[src/logic/buck_regs_defs.svh]
// Constants of the regulator settings bank: offsets, fields, resets, figures.
// Assumes an 8-bit register address and 8-bit data port.
`ifndef BUCK_REGS_DEFS_SVH
`define BUCK_REGS_DEFS_SVH

`define ADDR_CURRENT_LIMIT 8'hD0
`define ADDR_RAMP_MODE 8'hD1
`define ADDR_PHASE 8'hD2
`define ADDR_AUTO_THRESHOLD 8'hD4
`define ADDR_BASE_VOLTAGE 8'hD5
`define ADDR_CEILING 8'hD6
`define ADDR_TARGET_STATUS 8'hD7

`define FIELD_ALARM_MARGIN 4
`define FIELD_LIMIT 3:0
`define FIELD_RAMP_DOWN 7:5
`define FIELD_RAMP_UP 4:2
`define FIELD_MODE 1:0
`define FIELD_SHED 3
`define FIELD_PHASE 2:0
`define FIELD_VOLTAGE 6:0

`define RESET_LIMIT 4'h0
`define RESET_RAMP 3'h0
`define RESET_MODE 2'h0
`define RESET_PHASE 3'h3
`define RESET_VOLTAGE 7'h00
`define RESET_CEILING 7'h7F

`define LIMIT_BASE_MA 13'h0640
`define LIMIT_STEP_MA 13'h00C8
`define LIMIT_TOP_MA 13'h1068
`define MARGIN_SMALL_MA 13'h012C
`define MARGIN_LARGE_MA 13'h0258
`define SHED_LOW_MA 13'h0320
`define SHED_HIGH_MA 13'h04B0

`define MODE_BY_SET 2'h0
`define MODE_LOW_POWER 2'h1
`define MODE_NORMAL 2'h2
`define MODE_AUTO 2'h3
`define RATE_IMMEDIATE 3'h7
`define PHASE_EIGHT_BIT 2

`define CLK_PERIOD_NS 50
`define SLEW_MIN_UV_PER_US 1250
`define SUB_UNITS_PER_MV 16
`define UNITS_PER_CODE 15'h00A0
`define SLEW_BASE_STEP ((`SLEW_MIN_UV_PER_US * `SUB_UNITS_PER_MV * `CLK_PERIOD_NS) / 1000000)

`endif

[src/logic/buck_regs_pkg.sv]
// Types of the regulator settings bank.
// Assumes the constants header is compiled alongside.
package buck_regs_pkg;

	typedef struct packed {
		logic alarm_margin_sel;
		logic [3:0] phase_current_limit;
		logic [2:0] ramp_down_rate;
		logic [2:0] ramp_up_rate;
		logic [1:0] op_mode;
		logic shed_enable;
		logic [2:0] phase_count;
		logic [6:0] auto_mode_threshold;
		logic [6:0] step_port_base_voltage;
		logic [6:0] voltage_ceiling;
	} regs_type;

	typedef enum logic [1:0] {RAMP_OFF, RAMP_MOVE, RAMP_HOLD, RAMP_FALL} ramp_state_type;

	typedef struct packed {
		logic [6:0] vout_code;
		logic done;
	} ramp_out_type;

	typedef struct packed {
		logic low_power;
		logic [3:0] phases;
		logic shedding;
	} mode_out_type;

endpackage

[src/logic/ramp_gen.sv]
// Output voltage ramp: slews toward the target at the programmed rates.
// Assumes target and rates come from flops on the same clock.
`timescale 1ns/1ps
`include "buck_regs_defs.svh"
module ramp_gen import buck_regs_pkg::*; (
	input wire logic clk,
	input wire logic rst,
	input wire logic enable,
	input wire logic [6:0] target,
	input wire logic [2:0] up_rate,
	input wire logic [2:0] down_rate,
	output ramp_out_type ramp_out
);

	typedef struct packed {
		ramp_state_type state;
		logic [14:0] level;
		ramp_out_type out;
	} ramp_reg_type;

	ramp_reg_type cur;
	ramp_reg_type next_cur;

	function automatic logic [14:0] slew_step(input logic [2:0] rate);
		logic [14:0] base;
		base = 15'(`SLEW_BASE_STEP);
		case (rate)
			3'h0: slew_step = base;
			3'h1: slew_step = 15'(base * 2);
			3'h2: slew_step = 15'(base * 4);
			3'h3: slew_step = 15'(base * 8);
			3'h4: slew_step = 15'(base * 16);
			3'h5: slew_step = 15'(base * 24);
			default: slew_step = 15'(base * 32);
		endcase
	endfunction

	logic [14:0] goal;

	always_comb begin
		next_cur = cur;
		goal = 15'(target * `UNITS_PER_CODE);
		case (cur.state)
			RAMP_OFF: begin
				if (enable) begin
					next_cur.state = RAMP_MOVE;
				end
			end
			RAMP_MOVE, RAMP_HOLD: begin
				if (!enable) begin
					next_cur.state = RAMP_FALL;
				end else if (up_rate == `RATE_IMMEDIATE) begin
					next_cur.level = goal;
					next_cur.state = RAMP_HOLD;
				end else if (cur.level + slew_step(up_rate) <= goal) begin
					next_cur.level = cur.level + slew_step(up_rate);
					next_cur.state = RAMP_MOVE;
				end else if (cur.level > goal + slew_step(down_rate)) begin
					next_cur.level = cur.level - slew_step(down_rate);
					next_cur.state = RAMP_MOVE;
				end else begin
					next_cur.level = goal;
					next_cur.state = RAMP_HOLD;
				end
			end
			default: begin
				if (enable) begin
					next_cur.state = RAMP_MOVE;
				end else if (cur.level > slew_step(down_rate)) begin
					next_cur.level = cur.level - slew_step(down_rate);
				end else begin
					next_cur.level = 15'h0000;
					next_cur.state = RAMP_OFF;
				end
			end
		endcase
		next_cur.out.vout_code = 7'(next_cur.level / `UNITS_PER_CODE);
		next_cur.out.done = (next_cur.state == RAMP_HOLD);
	end

	always_ff @(posedge clk) begin
		if (rst) begin
			cur <= '0;
		end else begin
			cur <= next_cur;
		end
	end

	assign ramp_out = cur.out;

endmodule

[src/logic/mode_sel.sv]
// Operating mode, phase count and phase shedding decision.
// Assumes inputs come from flops on the same clock.
`timescale 1ns/1ps
`include "buck_regs_defs.svh"
module mode_sel import buck_regs_pkg::*; (
	input wire logic clk,
	input wire logic rst,
	input wire regs_type regs,
	input wire logic set_low_power,
	input wire logic [6:0] target,
	input wire logic dual_mode,
	input wire logic [12:0] phase_current,
	output mode_out_type mode_out
);

	mode_out_type cur;
	mode_out_type next_cur;
	logic [3:0] chosen;

	always_comb begin
		next_cur = cur;
		case (regs.op_mode)
			`MODE_BY_SET: next_cur.low_power = set_low_power;
			`MODE_LOW_POWER: next_cur.low_power = 1'b1;
			`MODE_NORMAL: next_cur.low_power = 1'b0;
			default: next_cur.low_power = (target < regs.auto_mode_threshold);
		endcase
		if (regs.phase_count[`PHASE_EIGHT_BIT]) begin
			chosen = dual_mode ? 4'h8 : 4'h4;
		end else begin
			chosen = 4'(regs.phase_count[1:0]) + 4'h1;
		end
		if (!regs.shed_enable || next_cur.low_power) begin
			next_cur.shedding = 1'b0;
		end else if (phase_current < `SHED_LOW_MA) begin
			next_cur.shedding = 1'b1;
		end else if (phase_current > `SHED_HIGH_MA) begin
			next_cur.shedding = 1'b0;
		end
		next_cur.phases = next_cur.shedding ? 4'h1 : chosen;
	end

	always_ff @(posedge clk) begin
		if (rst) begin
			cur <= '0;
		end else begin
			cur <= next_cur;
		end
	end

	assign mode_out = cur;

endmodule

[src/logic/buck_regulator_settings_regs.sv]
// Regulator settings register bank with voltage-step port, ramp and mode control.
// Assumes a same-clock register port; step pins are asynchronous.
`timescale 1ns/1ps
`include "buck_regs_defs.svh"
module buck_regulator_settings_regs import buck_regs_pkg::*; (
	input wire logic CORE_CLK,
	input wire logic RST,
	input wire logic REG_WR,
	input wire logic REG_RD,
	input wire logic [7:0] REG_ADDR,
	input wire logic [7:0] REG_WDATA,
	output logic [7:0] REG_RDATA,
	output logic REG_RVALID,
	input wire logic BUCK_ENABLE,
	input wire logic STEP_PORT_ENABLE,
	input wire logic SET_B_SELECTED,
	input wire logic SET_A_LOW_POWER,
	input wire logic SET_B_LOW_POWER,
	input wire logic [6:0] SET_VOLTAGE,
	input wire logic STEP_UP,
	input wire logic STEP_DOWN,
	input wire logic DUAL_MODE,
	input wire logic [12:0] PHASE_CURRENT,
	output logic [6:0] VOUT_CODE,
	output logic RAMP_DONE,
	output logic LOW_POWER,
	output logic [3:0] PHASES_ACTIVE,
	output logic PHASE_SHEDDING,
	output logic [12:0] CURRENT_LIMIT_MA,
	output logic [12:0] ALARM_LEVEL_MA,
	output logic OVER_CURRENT_ALARM,
	output logic [6:0] ACTIVE_TARGET
);

	typedef struct packed {
		regs_type regs;
		logic [7:0] rdata;
		logic rvalid;
		logic [2:0] up_sync;
		logic [2:0] down_sync;
		logic step_on;
		logic [6:0] step_target;
		logic [6:0] target;
		logic set_low_power;
		logic [12:0] limit_ma;
		logic [12:0] alarm_ma;
		logic alarm;
	} top_reg_type;

	top_reg_type cur;
	top_reg_type next_cur;
	ramp_out_type ramp_out;
	mode_out_type mode_out;

	logic up_edge;
	logic down_edge;
	logic [6:0] wanted;
	logic [12:0] raw_limit;
	logic [12:0] margin;

	always_comb begin
		next_cur = cur;
		next_cur.rvalid = 1'b0;

		// Register writes
		if (REG_WR) begin
			if (REG_ADDR == `ADDR_CURRENT_LIMIT) begin
				next_cur.regs.alarm_margin_sel = REG_WDATA[`FIELD_ALARM_MARGIN];
				next_cur.regs.phase_current_limit = REG_WDATA[`FIELD_LIMIT];
			end else if (REG_ADDR == `ADDR_RAMP_MODE) begin
				next_cur.regs.ramp_down_rate = REG_WDATA[`FIELD_RAMP_DOWN];
				next_cur.regs.ramp_up_rate = REG_WDATA[`FIELD_RAMP_UP];
				next_cur.regs.op_mode = REG_WDATA[`FIELD_MODE];
			end else if (REG_ADDR == `ADDR_PHASE) begin
				next_cur.regs.shed_enable = REG_WDATA[`FIELD_SHED];
				next_cur.regs.phase_count = REG_WDATA[`FIELD_PHASE];
			end else if (REG_ADDR == `ADDR_AUTO_THRESHOLD) begin
				next_cur.regs.auto_mode_threshold = REG_WDATA[`FIELD_VOLTAGE];
			end else if (REG_ADDR == `ADDR_BASE_VOLTAGE) begin
				next_cur.regs.step_port_base_voltage = REG_WDATA[`FIELD_VOLTAGE];
			end else if (REG_ADDR == `ADDR_CEILING) begin
				next_cur.regs.voltage_ceiling = REG_WDATA[`FIELD_VOLTAGE];
			end
		end

		// Register reads, reserved bits and unmapped addresses read zero
		if (REG_RD) begin
			next_cur.rvalid = 1'b1;
			next_cur.rdata = 8'h00;
			if (REG_ADDR == `ADDR_CURRENT_LIMIT) begin
				next_cur.rdata[`FIELD_ALARM_MARGIN] = cur.regs.alarm_margin_sel;
				next_cur.rdata[`FIELD_LIMIT] = cur.regs.phase_current_limit;
			end else if (REG_ADDR == `ADDR_RAMP_MODE) begin
				next_cur.rdata[`FIELD_RAMP_DOWN] = cur.regs.ramp_down_rate;
				next_cur.rdata[`FIELD_RAMP_UP] = cur.regs.ramp_up_rate;
				next_cur.rdata[`FIELD_MODE] = cur.regs.op_mode;
			end else if (REG_ADDR == `ADDR_PHASE) begin
				next_cur.rdata[`FIELD_SHED] = cur.regs.shed_enable;
				next_cur.rdata[`FIELD_PHASE] = cur.regs.phase_count;
			end else if (REG_ADDR == `ADDR_AUTO_THRESHOLD) begin
				next_cur.rdata[`FIELD_VOLTAGE] = cur.regs.auto_mode_threshold;
			end else if (REG_ADDR == `ADDR_BASE_VOLTAGE) begin
				next_cur.rdata[`FIELD_VOLTAGE] = cur.regs.step_port_base_voltage;
			end else if (REG_ADDR == `ADDR_CEILING) begin
				next_cur.rdata[`FIELD_VOLTAGE] = cur.regs.voltage_ceiling;
			end else if (REG_ADDR == `ADDR_TARGET_STATUS) begin
				next_cur.rdata[`FIELD_VOLTAGE] = cur.step_target;
			end
		end

		// Step pin synchronisers; edges use the second and third stages
		next_cur.up_sync = {cur.up_sync[1:0], STEP_UP};
		next_cur.down_sync = {cur.down_sync[1:0], STEP_DOWN};
		up_edge = cur.up_sync[1] && !cur.up_sync[2];
		down_edge = cur.down_sync[1] && !cur.down_sync[2];

		// Voltage-step interface target
		next_cur.step_on = STEP_PORT_ENABLE;
		if (!STEP_PORT_ENABLE || !cur.step_on) begin
			next_cur.step_target = cur.regs.step_port_base_voltage;
		end else if (up_edge && !down_edge) begin
			if (cur.step_target < cur.regs.voltage_ceiling) begin
				next_cur.step_target = cur.step_target + 7'h01;
			end
		end else if (down_edge && !up_edge) begin
			if (cur.step_target != 7'h00) begin
				next_cur.step_target = cur.step_target - 7'h01;
			end
		end

		// Active target, capped at the ceiling
		wanted = cur.step_on ? cur.step_target : SET_VOLTAGE;
		if (wanted > cur.regs.voltage_ceiling) begin
			next_cur.target = cur.regs.voltage_ceiling;
		end else begin
			next_cur.target = wanted;
		end
		next_cur.set_low_power = SET_B_SELECTED ? SET_B_LOW_POWER : SET_A_LOW_POWER;

		// Current limit and alarm threshold
		raw_limit = 13'(`LIMIT_BASE_MA + 13'(cur.regs.phase_current_limit * `LIMIT_STEP_MA));
		if (raw_limit > `LIMIT_TOP_MA) begin
			next_cur.limit_ma = `LIMIT_TOP_MA;
		end else begin
			next_cur.limit_ma = raw_limit;
		end
		margin = cur.regs.alarm_margin_sel ? `MARGIN_LARGE_MA : `MARGIN_SMALL_MA;
		next_cur.alarm_ma = next_cur.limit_ma - margin;
		next_cur.alarm = (PHASE_CURRENT > cur.alarm_ma);
	end

	always_ff @(posedge CORE_CLK) begin
		if (RST) begin
			cur <= '0;
			cur.regs.phase_current_limit <= `RESET_LIMIT;
			cur.regs.ramp_down_rate <= `RESET_RAMP;
			cur.regs.ramp_up_rate <= `RESET_RAMP;
			cur.regs.op_mode <= `RESET_MODE;
			cur.regs.phase_count <= `RESET_PHASE;
			cur.regs.auto_mode_threshold <= `RESET_VOLTAGE;
			cur.regs.step_port_base_voltage <= `RESET_VOLTAGE;
			cur.regs.voltage_ceiling <= `RESET_CEILING;
			cur.limit_ma <= `LIMIT_BASE_MA;
			cur.alarm_ma <= `LIMIT_BASE_MA - `MARGIN_SMALL_MA;
		end else begin
			cur <= next_cur;
		end
	end

	ramp_gen ramp (
		.clk(CORE_CLK),
		.rst(RST),
		.enable(BUCK_ENABLE),
		.target(cur.target),
		.up_rate(cur.regs.ramp_up_rate),
		.down_rate(cur.regs.ramp_down_rate),
		.ramp_out(ramp_out)
	);

	mode_sel mode (
		.clk(CORE_CLK),
		.rst(RST),
		.regs(cur.regs),
		.set_low_power(cur.set_low_power),
		.target(cur.target),
		.dual_mode(DUAL_MODE),
		.phase_current(PHASE_CURRENT),
		.mode_out(mode_out)
	);

	assign REG_RDATA = cur.rdata;
	assign REG_RVALID = cur.rvalid;
	assign VOUT_CODE = ramp_out.vout_code;
	assign RAMP_DONE = ramp_out.done;
	assign LOW_POWER = mode_out.low_power;
	assign PHASES_ACTIVE = mode_out.phases;
	assign PHASE_SHEDDING = mode_out.shedding;
	assign CURRENT_LIMIT_MA = cur.limit_ma;
	assign ALARM_LEVEL_MA = cur.alarm_ma;
	assign OVER_CURRENT_ALARM = cur.alarm;
	assign ACTIVE_TARGET = cur.target;

endmodule

[config.mk]
export PLATFORM = sky130hd
export DESIGN_NAME = buck_regulator_settings_regs
export DESIGN_NICKNAME = d
export VERILOG_FILES = /design/src/logic/buck_regs_pkg.sv /design/src/logic/ramp_gen.sv /design/src/logic/mode_sel.sv /design/src/logic/buck_regulator_settings_regs.sv
export VERILOG_INCLUDE_DIRS = /design/src /design/src/logic
export SDC_FILE = /design/constraint.sdc
export NUM_CORES = 1
export LEC_CHECK = 0
export ABC_AREA = 1
export BUFFER_PORTS_ARGS = -buffer_cell sky130_fd_sc_hd__buf_2
export CAP_MARGIN = 25
export CORE_MARGIN = 2
export CORE_UTILIZATION = 40
export CTS_CLUSTER_DIAMETER = 80
export DETAILED_ROUTE_END_ITERATION = 8
export PLACE_DENSITY = 0.65
export SYNTH_ARGS = -nofsm -noshare
export SYNTH_HDL_FRONTEND = slang
export SYNTH_SLANG_ARGS = --single-unit
[constraint.sdc]
create_clock -name CORE_CLK -period 5.1 [get_ports CORE_CLK]
set_input_delay 1.02 -clock CORE_CLK [delete_from_list [all_inputs] [get_ports CORE_CLK]]
set_output_delay 1.02 -clock CORE_CLK [all_outputs]
set_load 0.01 [all_outputs]
==> flow_metrics.env <==
export IMPL_grt_first_pass_wirelength_um=47000
export IMPL_first_iter_violations=601
export IMPL_hold_ws_ns=0.408
export IMPL_cpMaxStageDelayCell="fa_2"
export IMPL_core_sq_mm=0.0243
export IMPL_start_util_pct=40.8
export IMPL_drive_gt1_share_pct=25.7
export IMPL_vias=10100
export IMPL_row_count=57
export IMPL_setup_slack_ns=-0.687
export IMPL_tightest_slew_ns=0.735
export IMPL_ys_types=62
export IMPL_clock_path_buffers=2
export IMPL_path_class="reg -> reg"
export IMPL_fin_crit_sh_pct=113
export IMPL_grt_max_degree=53
export IMPL_num_nets_final=1766
export IMPL_setup_viol=4
export IMPL_min_to="cur[47]"
export IMPL_cpPeakStageDelay_ns=0.38
export IMPL_hold_path_depth=2
export IMPL_post_place_ws_ns=-0.658
export IMPL_clkSinkCount=122
export IMPL_hold_viol_final=0
export IMPL_hold_path_startpoint="cur[46]"
export IMPL_start_kind="register"
export IMPL_viasPerCell=5.19
export IMPL_status="finished, violations left"
export IMPL_syn2layout_area_growth_pct=24.9
export IMPL_violations="negative setup slack"
export IMPL_netlist_area_sq_mm=0.00993
export IMPL_overflow=0
export IMPL_boundaryPins=105
export IMPL_routed_wl_um=28500
export IMPL_synthArstFlopShare_pct=0
export IMPL_cts_htree_levels=4
export IMPL_grt_pass1_vias=9738
export IMPL_ys_ff_latch=122
export IMPL_synth_area_per_cell_sq_um=6.93
export IMPL_cts_root_buf="clkbuf_16"
export IMPL_yosysWarnings=0
export IMPL_final_antenna_net_count=0
export IMPL_cts_tree="done"
export IMPL_cts_buffers=17
export IMPL_drc=0
export IMPL_rsz0062_at_grt="true"
export IMPL_worstPathMaxFanout=5
export IMPL_nFillCells=2321
export IMPL_seq_area_frac_synth_pct=24.6
export IMPL_hold_path_class="reg -> reg"
export IMPL_r2r_setup_slack_ns=-0.69
export IMPL_dp_hpwl_um=21600
export IMPL_synthFlopType="dfxtp_1"
export IMPL_die_area_sq_mm=0.0261
export IMPL_worst_r2r_endpoint="ramp.ramp_out[1]"
export IMPL_critPathCaptureType="register"
export IMPL_drv_cap=0
export IMPL_required_ns=5.42
export IMPL_grt_usage_pct=22.0
export IMPL_clock_skew_ns=0.00826
export IMPL_first_pass_iters=5
export IMPL_die_y_um=162
export IMPL_fin_crit_ns=5.79
export IMPL_r2r_start="cur[86]"
export IMPL_crit_top_cell="nand2_4"
export IMPL_reg2regPathDepth=56
export IMPL_diodes=0
export IMPL_arrival_ns=6.11
export IMPL_max_freq_ghz=0.173
export IMPL_die_x_um=162
export IMPL_max_slew_margin_pct=51.0
export IMPL_clk_pin_slew_ns=0.06
export IMPL_syn_inst=1434
export IMPL_insertion_delay_ns=0.42
export IMPL_final_max_slew_viol_count=0
export IMPL_antenna_found_initial=0
export IMPL_wire_per_inst_um=14.6
export IMPL_synth_edf_count=0
export IMPL_globalplace_congestion=0.910
export IMPL_port_buffers=99
## worst max-delay path: cells and delay by family (launching register included)
| kind | cells | cell delay [ns] |
|---|---|---|
| AO/OA/AOI/OAI | 5 | 0.55 |
| AND/OR/NAND/NOR | 37 | 3.13 |
| buffers and inverters | 11 | 0.86 |
| adder cells (fa/ha/maj) | 3 | 0.79 |
| flip-flops | 1 | 0.32 |
## layout by cell type, fill, tap and decap left out, types with 44 or more instances in the layout
cell type  count
a21oi_1      149
buf_2         99
buf_4        136
dfxtp_1      117
ha_1          93
inv_1        185
nand2_1      230
nand3_1       44
nor2_1       115
o21ai_0       96
## synthesized netlist by cell type (all sizes together), types with 4 or more instances
cell,number,area [sq um]
buf,55,405
a31oi,6,37.5
xor2,31,272
clkbuf,29,129
fa,5,100
nor4,4,25.0
o221ai,15,131
inv,201,757
nor3,22,138
o211ai,15,113
o21ai,102,526
or2,4,25.0
ha,100,1250
nand4,19,119
nor2,124,485
nand3,65,383
xnor2,6,52.6
a22oi,4,30.0
dfxtp,122,2440
a21oi,161,847
a221oi,7,61.3
o2111ai,4,35.0
o21a,5,37.5
nand2,285,1210
clkinv,5,22.5
a211oi,4,30.0
o22ai,10,62.6
a21o,5,37.5
## sequential cells by signal, indices dropped and copies added (netlist names)
| name | cells |
|---|---|
| ACTIVE_TARGET | 7 |
| ALARM_LEVEL_MA | 11 |
| OVER_CURRENT_ALARM | 1 |
| CURRENT_LIMIT_MA | 10 |
| mode.mode_out | 6 |
| ramp.cur | 17 |
| REG_RDATA | 8 |
| REG_RVALID | 1 |
| cur | 53 |
| ramp.ramp_out | 8 |
## logic make-up after synthesis
group,share of synthesized area [%]
xor+xnor,3.26
buf+inv,13.5
other cells,0.0377
flops,24.6
simple gates,24.6
mux,0.227
compound gates,20.1
fa+ha+maj,13.6
## metal layers
| metal | share of wire [%] | GRT usage, % | up-vias | wire, um |
|---|---|---|---|---|
| li1 | - | - | 5112 | - |
| met1 | 44 | 27.9 | 4611 | 12400 |
| met2 | 48 | 38.0 | 334 | 13700 |
| met3 | 5.6 | 3.67 | 68 | 1590 |
| met4 | 2.8 | 7.18 | 0 | 787 |
| met5 | 0 | 0 | - | 0 |
## cell type report
cell class,count,area [sq um],area share [%]
clock buffer,18,439,3.54
sequential,122,2450,19.8
tap,324,405,3.27
timing repair buffer,240,1580,12.7
multi-input combinational,1025,6540,52.7
inverter,207,817,6.59
clock inverter,14,170,1.37
## through the flow
stage / std cells / instance area (sq um) / utilization (%) / setup TNS, ns
5_1_grt: 1950 / 12400 / 51.0 / -4.77
2_1_floorplan: 1438 / 10000 / - / -0.389
6_report: 1950 / 12400 / 51.0 / -2.38
4_1_cts: 1939 / 12100 / 49.5 / -1.82
3_3_place_gp: 1897 / 11300 / 46.5 / -1.10
3_5_place_dp: 1897 / 11300 / 46.5 / -1.71
## repair_timing
action | 4_1_cts | 5_1_grt
cloned | 0 | 0
endpoints found under the setup margin | 4 | 5
buffers inserted | 11 | 11
pin swaps | 10 | 44
hold buffers | 0 | 0
hold endpoints to repair | 0 | 0
resized for setup | 21 | 55
## worst max path at each step
stage,endpoint,slack [ns],cells after the start,start
3_5_place_dp,ramp.ramp_out[1],-0.66,56,cur[87]
3_3_place_gp,ramp.ramp_out[1],-0.47,56,cur[87]
6_report,ramp.ramp_out[1],-0.69,56,cur[86]
4_1_cts,ramp.ramp_out[1],-0.57,54,cur[87]
2_1_floorplan,ramp.ramp_out[1],-0.24,57,cur[87]
5_1_grt,ramp.ramp_out[1],-1.20,55,cur[86]
Power is left out: the tool's default activity adds up to more than one toggle a clock period on the data nets, which glitch-free logic cannot reach.
